<file path="src/verilog/lsc_defs.svh">
// Register map, field positions, reset values and codes of the load switch enable control
// Notes on behaviour
// - Switch one pin-select bit n selects pin n
// - Switch one pins count only at 111/10
// - Switch one follows OR of selected pins
// - Switch two pin-select bit n selects pin n
// - Switch two pins count only at 111/10
// - Switch two follows OR of selected pins
// - Codes 010/011/100 enable at 0/25/50 percent
// - Code 111 hands over after 100 percent
// - Enable field ignored unless sequence is 111
// - Enable field: off, on, pins, reserved
// - Active discharge: hard reset, optionally enable low
// - Low quiescent bit clear turns protection on from the first clock after reset
// - Passive discharge resets 1; hard reset, off entry, enable low
// - Switch one follows pin select at 111/10
`ifndef LSC_DEFS_SVH
`define LSC_DEFS_SVH

// Register offsets
`define LSC_OFS_SW1_PIN_SELECT 8'h6b
`define LSC_OFS_SW2_ENABLE_CONFIG 8'h6c
`define LSC_OFS_SW2_DISCHARGE_CONFIG 8'h6d
`define LSC_OFS_SW2_PIN_SELECT 8'h6e

// Reset values
`define LSC_RST_SW1_PIN_SELECT 8'h00
`define LSC_RST_SW2_ENABLE_CONFIG 8'h00
`define LSC_RST_SW2_DISCHARGE_CONFIG 8'h01
`define LSC_RST_SW2_PIN_SELECT 8'h00

// Field positions
`define LSC_SEQ_HI 7
`define LSC_SEQ_LO 5
`define LSC_EN_HI 1
`define LSC_EN_LO 0
`define LSC_ACT_DSC_BIT 2
`define LSC_LOW_IQ_BIT 1
`define LSC_PSV_DSC_BIT 0

// Writable bits of the enable and discharge configuration registers
`define LSC_MASK_ENABLE_CONFIG 8'he3
`define LSC_MASK_DISCHARGE_CONFIG 8'h07

// Sequence codes
`define LSC_SEQ_OFF 3'h0
`define LSC_SEQ_AT_0 3'h2
`define LSC_SEQ_AT_25 3'h3
`define LSC_SEQ_AT_50 3'h4
`define LSC_SEQ_HANDOFF 3'h7

// Enable field codes
`define LSC_EN_OFF 2'h0
`define LSC_EN_ON 2'h1
`define LSC_EN_PINS 2'h2

`endif

</file>
<file path="src/verilog/lsc_pkg.sv">
// Types shared by the load switch enable control
package lsc_pkg;

    // Boot/POR delay progress, levels that stay high once reached
    typedef struct packed {
        logic reached_100;
        logic reached_50;
        logic reached_25;
        logic reached_0;
    } lsc_boot_t;

    // Register access from the serial configuration port
    typedef struct packed {
        logic [7:0] addr;
        logic [7:0] wdata;
        logic write;
        logic read;
    } lsc_reg_req_t;

    // Enable source chosen for switch two
    typedef enum logic [1:0] {
        LSC_SRC_OFF,
        LSC_SRC_ON,
        LSC_SRC_PINS
    } lsc_src_t;

endpackage : lsc_pkg

</file>
<file path="src/verilog/lsc_ctrl.sv">
// Enable and discharge control of load switch two, pin mask of load switch one
`timescale 1ns/1ps
`include "lsc_defs.svh"
module lsc_ctrl #(
    parameter int PIN_COUNT = 8
) (
    // Clock and reset
    input wire logic clock,
    input wire logic resetn,
    // Register port from the serial configuration interface
    input wire lsc_pkg::lsc_reg_req_t reg_req,
    output logic [7:0] reg_rdata,
    output logic reg_rvalid,
    output logic reg_hit,
    // Multi-purpose control pins, asynchronous
    input wire logic [PIN_COUNT-1:0] multi_purpose_control_pin,
    // Boot sequencer and power modes, same clock
    input wire lsc_pkg::lsc_boot_t boot_phase,
    input wire logic hard_reset_mode,
    input wire logic off_mode,
    // Switch one fields held elsewhere
    input wire logic [2:0] switch_one_sequence_field,
    input wire logic [1:0] switch_one_enable_field,
    // Switch one pin-derived enable
    output logic switch_one_pin_enable,
    // Switch two controls
    output logic switch_two_enable,
    output logic switch_two_active_discharge,
    output logic switch_two_passive_discharge,
    output logic switch_two_protection_enable
);
    import lsc_pkg::*;

    // Pin count check at elaboration, select registers are eight bits
    if (PIN_COUNT != 8)
    begin : g_bad_pin_count
        $error("lsc_ctrl serves exactly eight control pins");
    end

    ////////////////////////////////////////////////////////////////////////
    // Pin synchronisation

    logic [PIN_COUNT-1:0] pins_sync;

    lsc_sync #(
        .WIDTH(PIN_COUNT)
    ) u_pin_sync (
        .clock(clock),
        .resetn(resetn),
        .async_in(multi_purpose_control_pin),
        .sync_out(pins_sync)
    );

    ////////////////////////////////////////////////////////////////////////
    // Register file

    logic [7:0] sw1_sel_reg;
    logic [7:0] sw1_sel_next;
    logic [7:0] sw2_ena_reg;
    logic [7:0] sw2_ena_next;
    logic [7:0] sw2_cfg_reg;
    logic [7:0] sw2_cfg_next;
    logic [7:0] sw2_sel_reg;
    logic [7:0] sw2_sel_next;
    logic [7:0] rdata_reg;
    logic [7:0] rdata_next;
    logic rvalid_reg;
    logic rvalid_next;
    logic hit_reg;
    logic hit_next;
    logic addr_hit;

    // Write decode and read mux
    always_comb
    begin
        sw1_sel_next = sw1_sel_reg;
        sw2_ena_next = sw2_ena_reg;
        sw2_cfg_next = sw2_cfg_reg;
        sw2_sel_next = sw2_sel_reg;
        rdata_next = rdata_reg;
        addr_hit = 1'b1;
        case (reg_req.addr)
            `LSC_OFS_SW1_PIN_SELECT:
            begin
                if (reg_req.write)
                    sw1_sel_next = reg_req.wdata;
                rdata_next = sw1_sel_reg;
            end
            `LSC_OFS_SW2_ENABLE_CONFIG:
            begin
                if (reg_req.write)
                    sw2_ena_next = reg_req.wdata & `LSC_MASK_ENABLE_CONFIG;
                rdata_next = sw2_ena_reg;
            end
            `LSC_OFS_SW2_DISCHARGE_CONFIG:
            begin
                if (reg_req.write)
                    sw2_cfg_next = reg_req.wdata & `LSC_MASK_DISCHARGE_CONFIG;
                rdata_next = sw2_cfg_reg;
            end
            `LSC_OFS_SW2_PIN_SELECT:
            begin
                if (reg_req.write)
                    sw2_sel_next = reg_req.wdata;
                rdata_next = sw2_sel_reg;
            end
            default:
            begin
                addr_hit = 1'b0;
                rdata_next = 8'h00;
            end
        endcase
        if (!reg_req.read)
            rdata_next = rdata_reg;
        rvalid_next = reg_req.read;
        hit_next = (reg_req.read || reg_req.write) ? addr_hit : hit_reg;
    end

    // Register storage
    always_ff @(posedge clock or negedge resetn)
    begin
        if (!resetn)
        begin
            sw1_sel_reg <= `LSC_RST_SW1_PIN_SELECT;
            sw2_ena_reg <= `LSC_RST_SW2_ENABLE_CONFIG;
            sw2_cfg_reg <= `LSC_RST_SW2_DISCHARGE_CONFIG;
            sw2_sel_reg <= `LSC_RST_SW2_PIN_SELECT;
            rdata_reg <= 8'h00;
            rvalid_reg <= 1'b0;
            hit_reg <= 1'b0;
        end
        else
        begin
            sw1_sel_reg <= sw1_sel_next;
            sw2_ena_reg <= sw2_ena_next;
            sw2_cfg_reg <= sw2_cfg_next;
            sw2_sel_reg <= sw2_sel_next;
            rdata_reg <= rdata_next;
            rvalid_reg <= rvalid_next;
            hit_reg <= hit_next;
        end
    end

    assign reg_rdata = rdata_reg;
    assign reg_rvalid = rvalid_reg;
    assign reg_hit = hit_reg;

    ////////////////////////////////////////////////////////////////////////
    // Enable selection

    logic [2:0] sw2_seq;
    logic [1:0] sw2_en;
    logic sw1_pins_mode;
    logic sw2_pins_any;
    logic sw1_pins_any;
    lsc_src_t sw2_src;
    logic sw1_en_reg;
    logic sw1_en_next;
    logic sw2_en_reg;
    logic sw2_en_next;

    assign sw2_seq = sw2_ena_reg[`LSC_SEQ_HI:`LSC_SEQ_LO];
    assign sw2_en = sw2_ena_reg[`LSC_EN_HI:`LSC_EN_LO];
    assign sw1_pins_mode = (switch_one_sequence_field == `LSC_SEQ_HANDOFF)
        && (switch_one_enable_field == `LSC_EN_PINS);
    assign sw1_pins_any = |(pins_sync & sw1_sel_reg);
    assign sw2_pins_any = |(pins_sync & sw2_sel_reg);

    // Enable field decode, used only under the handover code
    always_comb
    begin
        case (sw2_en)
            `LSC_EN_ON: sw2_src = LSC_SRC_ON;
            `LSC_EN_PINS: sw2_src = LSC_SRC_PINS;
            default: sw2_src = LSC_SRC_OFF;
        endcase
    end

    // Next enable for both switches
    always_comb
    begin
        sw1_en_next = sw1_pins_mode && sw1_pins_any;
        case (sw2_seq)
            `LSC_SEQ_AT_0: sw2_en_next = boot_phase.reached_0;
            `LSC_SEQ_AT_25: sw2_en_next = boot_phase.reached_25;
            `LSC_SEQ_AT_50: sw2_en_next = boot_phase.reached_50;
            `LSC_SEQ_HANDOFF:
            begin
                // Field has no say until the boot delay completes
                if (!boot_phase.reached_100)
                    sw2_en_next = 1'b0;
                else
                begin
                    case (sw2_src)
                        LSC_SRC_ON: sw2_en_next = 1'b1;
                        LSC_SRC_PINS: sw2_en_next = sw2_pins_any;
                        default: sw2_en_next = 1'b0;
                    endcase
                end
            end
            default: sw2_en_next = 1'b0;
        endcase
    end

    ////////////////////////////////////////////////////////////////////////
    // Discharge and protection

    logic off_mode_reg;
    logic act_dsc_next;
    logic act_dsc_reg;
    logic psv_dsc_next;
    logic psv_dsc_reg;
    logic prot_next;
    logic prot_reg;

    // Discharge requests follow the next enable so they line up with it
    always_comb
    begin
        act_dsc_next = hard_reset_mode
            || (sw2_cfg_reg[`LSC_ACT_DSC_BIT] && !sw2_en_next);
        psv_dsc_next = hard_reset_mode || (off_mode && !off_mode_reg)
            || (sw2_cfg_reg[`LSC_PSV_DSC_BIT] && !sw2_en_next);
        prot_next = !sw2_cfg_reg[`LSC_LOW_IQ_BIT];
    end

    // Output registers
    always_ff @(posedge clock or negedge resetn)
    begin
        if (!resetn)
        begin
            sw1_en_reg <= 1'b0;
            sw2_en_reg <= 1'b0;
            off_mode_reg <= 1'b0;
            act_dsc_reg <= 1'b0;
            psv_dsc_reg <= 1'b0;
            prot_reg <= 1'b0;
        end
        else
        begin
            sw1_en_reg <= sw1_en_next;
            sw2_en_reg <= sw2_en_next;
            off_mode_reg <= off_mode;
            act_dsc_reg <= act_dsc_next;
            psv_dsc_reg <= psv_dsc_next;
            prot_reg <= prot_next;
        end
    end

    assign switch_one_pin_enable = sw1_en_reg;
    assign switch_two_enable = sw2_en_reg;
    assign switch_two_active_discharge = act_dsc_reg;
    assign switch_two_passive_discharge = psv_dsc_reg;
    assign switch_two_protection_enable = prot_reg;
endmodule : lsc_ctrl

</file>
<file path="src/verilog/lsc_sync.sv">
// Two-flop synchroniser, one stage pair per bit
`timescale 1ns/1ps
module lsc_sync #(
    parameter int WIDTH = 8
) (
    // Clock and reset
    input wire logic clock,
    input wire logic resetn,
    // Asynchronous levels in, synchronised levels out
    input wire logic [WIDTH-1:0] async_in,
    output logic [WIDTH-1:0] sync_out
);

    // Width check at elaboration
    if (WIDTH < 1)
    begin : g_bad_width
        $error("lsc_sync needs at least one bit");
    end

    ////////////////////////////////////////////////////////////////////////
    genvar i;
    generate
        for (i = 0; i < WIDTH; i++)
        begin : g_bit
            logic meta_reg;
            logic stable_reg;
            // First flop read only by the second
            always_ff @(posedge clock or negedge resetn)
            begin
                if (!resetn)
                begin
                    meta_reg <= 1'b0;
                    stable_reg <= 1'b0;
                end
                else
                begin
                    meta_reg <= async_in[i];
                    stable_reg <= meta_reg;
                end
            end
            assign sync_out[i] = stable_reg;
        end
    endgenerate

endmodule : lsc_sync
</file>
<file path="config.mk">
export PLATFORM = sky130hd
export DESIGN_NAME = lsc_ctrl
export DESIGN_NICKNAME = d
export VERILOG_FILES = /design/src/verilog/lsc_pkg.sv /design/src/verilog/lsc_ctrl.sv /design/src/verilog/lsc_sync.sv
export VERILOG_INCLUDE_DIRS = /design/src /design/src/verilog
export SDC_FILE = /design/constraint.sdc
export NUM_CORES = 1
export LEC_CHECK = 0
export BUFFER_PORTS_ARGS = -buffer_cell sky130_fd_sc_hd__buf_2
export CORE_ASPECT_RATIO = 0.6
export CORE_UTILIZATION = 45
export DETAILED_ROUTE_END_ITERATION = 8
export PLACE_DENSITY = 0.72
export SETUP_SLACK_MARGIN = 0.3
export SYNTH_ARGS = -nofsm -noshare
export SYNTH_HDL_FRONTEND = slang
export SYNTH_HIERARCHICAL = 1
export SYNTH_SLANG_ARGS = --single-unit
</file>
<file path="constraint.sdc">
create_clock -name clock -period 2 [get_ports clock]
set_input_delay 0.4 -clock clock [delete_from_list [all_inputs] [get_ports clock]]
set_output_delay 0.4 -clock clock [all_outputs]
set_load 0.03 [all_outputs]
</file>
==> results.json <==
{
  "outcome": "finished clean",
  "die_x_um": 96.1,
  "cp.arrival_ns": 1.79,
  "clkPwrFrac_pct": 29.7,
  "io_pins": 54,
  "final_cell_mix": "dfrtp_1 (55), buf_2 (53), mux2_2 (25)",
  "place_congestion": 0.825,
  "cts_tree": "built",
  "period_share_pct": 79.0,
  "p_switching_w": 0.000478,
  "pwr-share-comb_pct": 9.3,
  "regToRegStartpoint": "sw2_ena_reg[0]",
  "insertion_delay_ns": 0.31,
  "ys_seq_elements": 56,
  "avgSynthCellArea_sq_um": 13.5,
  "start_util_pct": 47.0,
  "antenna_found_initial": 0,
  "fin_util_pct": 54.3,
  "worstSetupPathType": "reg -> reg",
  "layout.nets": 267,
  "viasPerCell": 5.32,
  "max_freq_ghz": 0.633,
  "grt_pass1_wl_um": 7980,
  "final_common_cell": "dfrtp_1",
  "drtIter0Drc": 100,
  "antenna_cells": 0,
  "syn_to_final_growth_pct": 15.5,
  "yosysUniqueCellTypes": 40,
  "synth_seq_area_share_pct": 58.7,
  "clock_skew_ns": 0.0143,
  "ys.warnings.count": 6,
  "die_y_um": 58.5,
  "fillers": 443,
  "totalWireLength_um": 4730,
  "irDropWorstVdd_uv": 348,
  "rsz0062_at_grt": "false",
  "leakagePower_nw": 1.32,
  "cts_buffers": 5,
  "tns_ns": 0,
  "synth_fp_nets": 218,
  "instances_no_fill": 293,
  "drive_gt1_share_pct": 42.3,
  "multiInputGateArea_sq_um": 852,
  "dp_cells": 284,
  "clk_pin_slew_ns": 0.10,
  "cap_violations": 0,
  "io_buffers": 53,
  "root_buffer": "clkbuf_8",
  "startpoint_type": "flip-flop",
  "grt_pass1_vias": 1569,
  "min_path_type": "in -> async",
  "startpoint": "sw2_ena_reg[0]",
  "seqPwrFrac_pct": 61.0,
  "synthCells": 177,
  "seqCellArea_sq_mm": 0.00140,
  "total_power_w": 0.00198,
  "maxSlewViolCount": 0,
  "cp.required_ns": 2.21,
  "grt-ovfl-total": 0,
  "dr.pass1.iters": 4,
  "place_area_sq_mm": 0.00267,
  "wire_per_inst_um": 16.1,
  "power_density_mw_per_mm2": 719,
  "synth_area_sq_mm": 0.00239,
  "synthDominantCellAreaShare_pct": 57.6,
  "clockBufferDepth": 2,
  "switching_share_pct": 24.1,
  "rows": 20,
  "drc": 0,
  "synth_top_area_cell": "dfrtp_1",
  "grt_max_degree": 38,
  "die_area_sq_mm": 0.00562,
  "cp-end-kind": "flip-flop",
  "grt_usage_pct": 19.6,
  "relSlewSlack_pct": 67.6,
  "worst_pin_slew_ns": 0.486,
  "htreeDepth": 2,
  "finalHoldViolCount": 0,
  "p_int_w": 0.00151,
  "core_area_sq_mm": 0.00508,
  "hpwlAfterDp_um": 3600,
  "vias": 1559,
  "crit_fanout": 4,
  "design_area_sq_mm": 0.00276,
  "cts_sinks": 56,
  "min_period_ns": 1.58,
  "ant_nets": 0,
  "setup_viol": 0,
  "synthTopCellsByArea": "dfrtp_1 (58%), mux2_2 (12%), a22oi_1 (3.8%), buf_4 (3.5%), o22ai_1 (2.1%)"
}
## logic make-up after synthesis
group,count (synthesis),synth area share [%]
adders and majority gates,2,1.05
AOI/OAI and AO/OA,39,12.3
buffers and inverters,26,5.86
muxes,27,12.6
DFF,56,58.7
and+or+nand+nor,27,9.53
## cells in the mapped netlist
library cell  count
dfrtp_1          55
mux2_2           25
inv_1            13
a22oi_1          12
buf_4            11
o22ai_1           8
a22o_1            5
nand3b_1          5
nand2_1           3
nand4_1           3
a21oi_1           2
a41oi_1           2
ha_1              2
mux2i_1           2
nor2_1            2
nor2b_1           2
o21ai_0           2
a211oi_1          1
a211oi_2          1
a21bo_2           1
a21o_1            1
a221o_1           1
a221oi_1          1
a31oi_1           1
and2b_1           1
and3b_1           1
buf_2             1
clkbuf_1          1
dfstp_2           1
nand2b_1          1
nand3_1           1
nand3_2           1
nand3_4           1
nand4_4           1
nand4b_1          1
nand4b_4          1
nor2_4            1
nor3b_1           1
nor3b_2           1
o2111ai_1         1
## repair_timing
item                       CTS  global route
setup buffers                0             1
hold buffers                 0             0
setup endpoints to repair    0             1
gates resized for setup      0             1
## layout make-up
class / count / area share, %
Sequential cell: 56 / 50.8
Clock buffer: 7 / 2.77
Inverter: 13 / 1.77
Multi-Input combinational cell: 95 / 30.9
Tap cell: 66 / 2.99
Timing Repair Buffer: 55 / 10.6
Clock inverter: 1 / 0.181
## per-layer routing
metal / global-route usage (%) / share of wire [%] / up-vias
li1: - / - / 738
met2: 26.6 / 40 / 58
met3: 5.04 / 7.5 / 8
met1: 30.5 / 51 / 755
met5: 0 / 0 / -
met4: 5.76 / 1.2 / 0
## per-stage QoR
step	setup WS (ns)	hold WS (ns)
2_1_floorplan	0.544	0.104
3_3_place_gp	0.280	0.335
3_5_place_dp	0.273	0.336
4_1_cts	0.418	0.0469
5_1_grt	0.316	0.0663
6_report	0.420	0.0360
## power by group through the flow
stage,clock (W),combinational [W],sequential (W)
2_1_floorplan,0,0.0000900,0.00123
3_3_place_gp,0,0.000180,0.00123
3_5_place_dp,0,0.000183,0.00123
4_1_cts,0.000607,0.000184,0.00121
5_1_grt,0.000658,0.000205,0.00122
6_report,0.000589,0.000184,0.00121
## critical path, stage by stage (launching register included)
cell      delay (ns)
dfrtp_1         0.39
inv_1           0.05
ha_1            0.29
nand4b_1        0.18
a21oi_1         0.18
a211oi_2        0.08
a221o_1         0.30
## path summary, 6_finish.rpt
kind | depth (start not counted) | slack [ns] | endpoint
max in group asynchronous | 2 | 1.41 | u_pin_sync/g_bit[5].meta_reg
worst max-delay path | 6 | 0.42 | switch_two_passive_discharge
worst min-delay path | 1 | 0.04 | reg_rdata[1]
min in group clock | 1 | 0.19 | u_pin_sync/g_bit[3].meta_reg
worst min register to register | 0 | 0.35 | u_pin_sync/g_bit[2].stable_reg
worst max register to register | 6 | 0.42 | switch_two_passive_discharge
No activity file was read; power rests on OpenSTA's default activity.
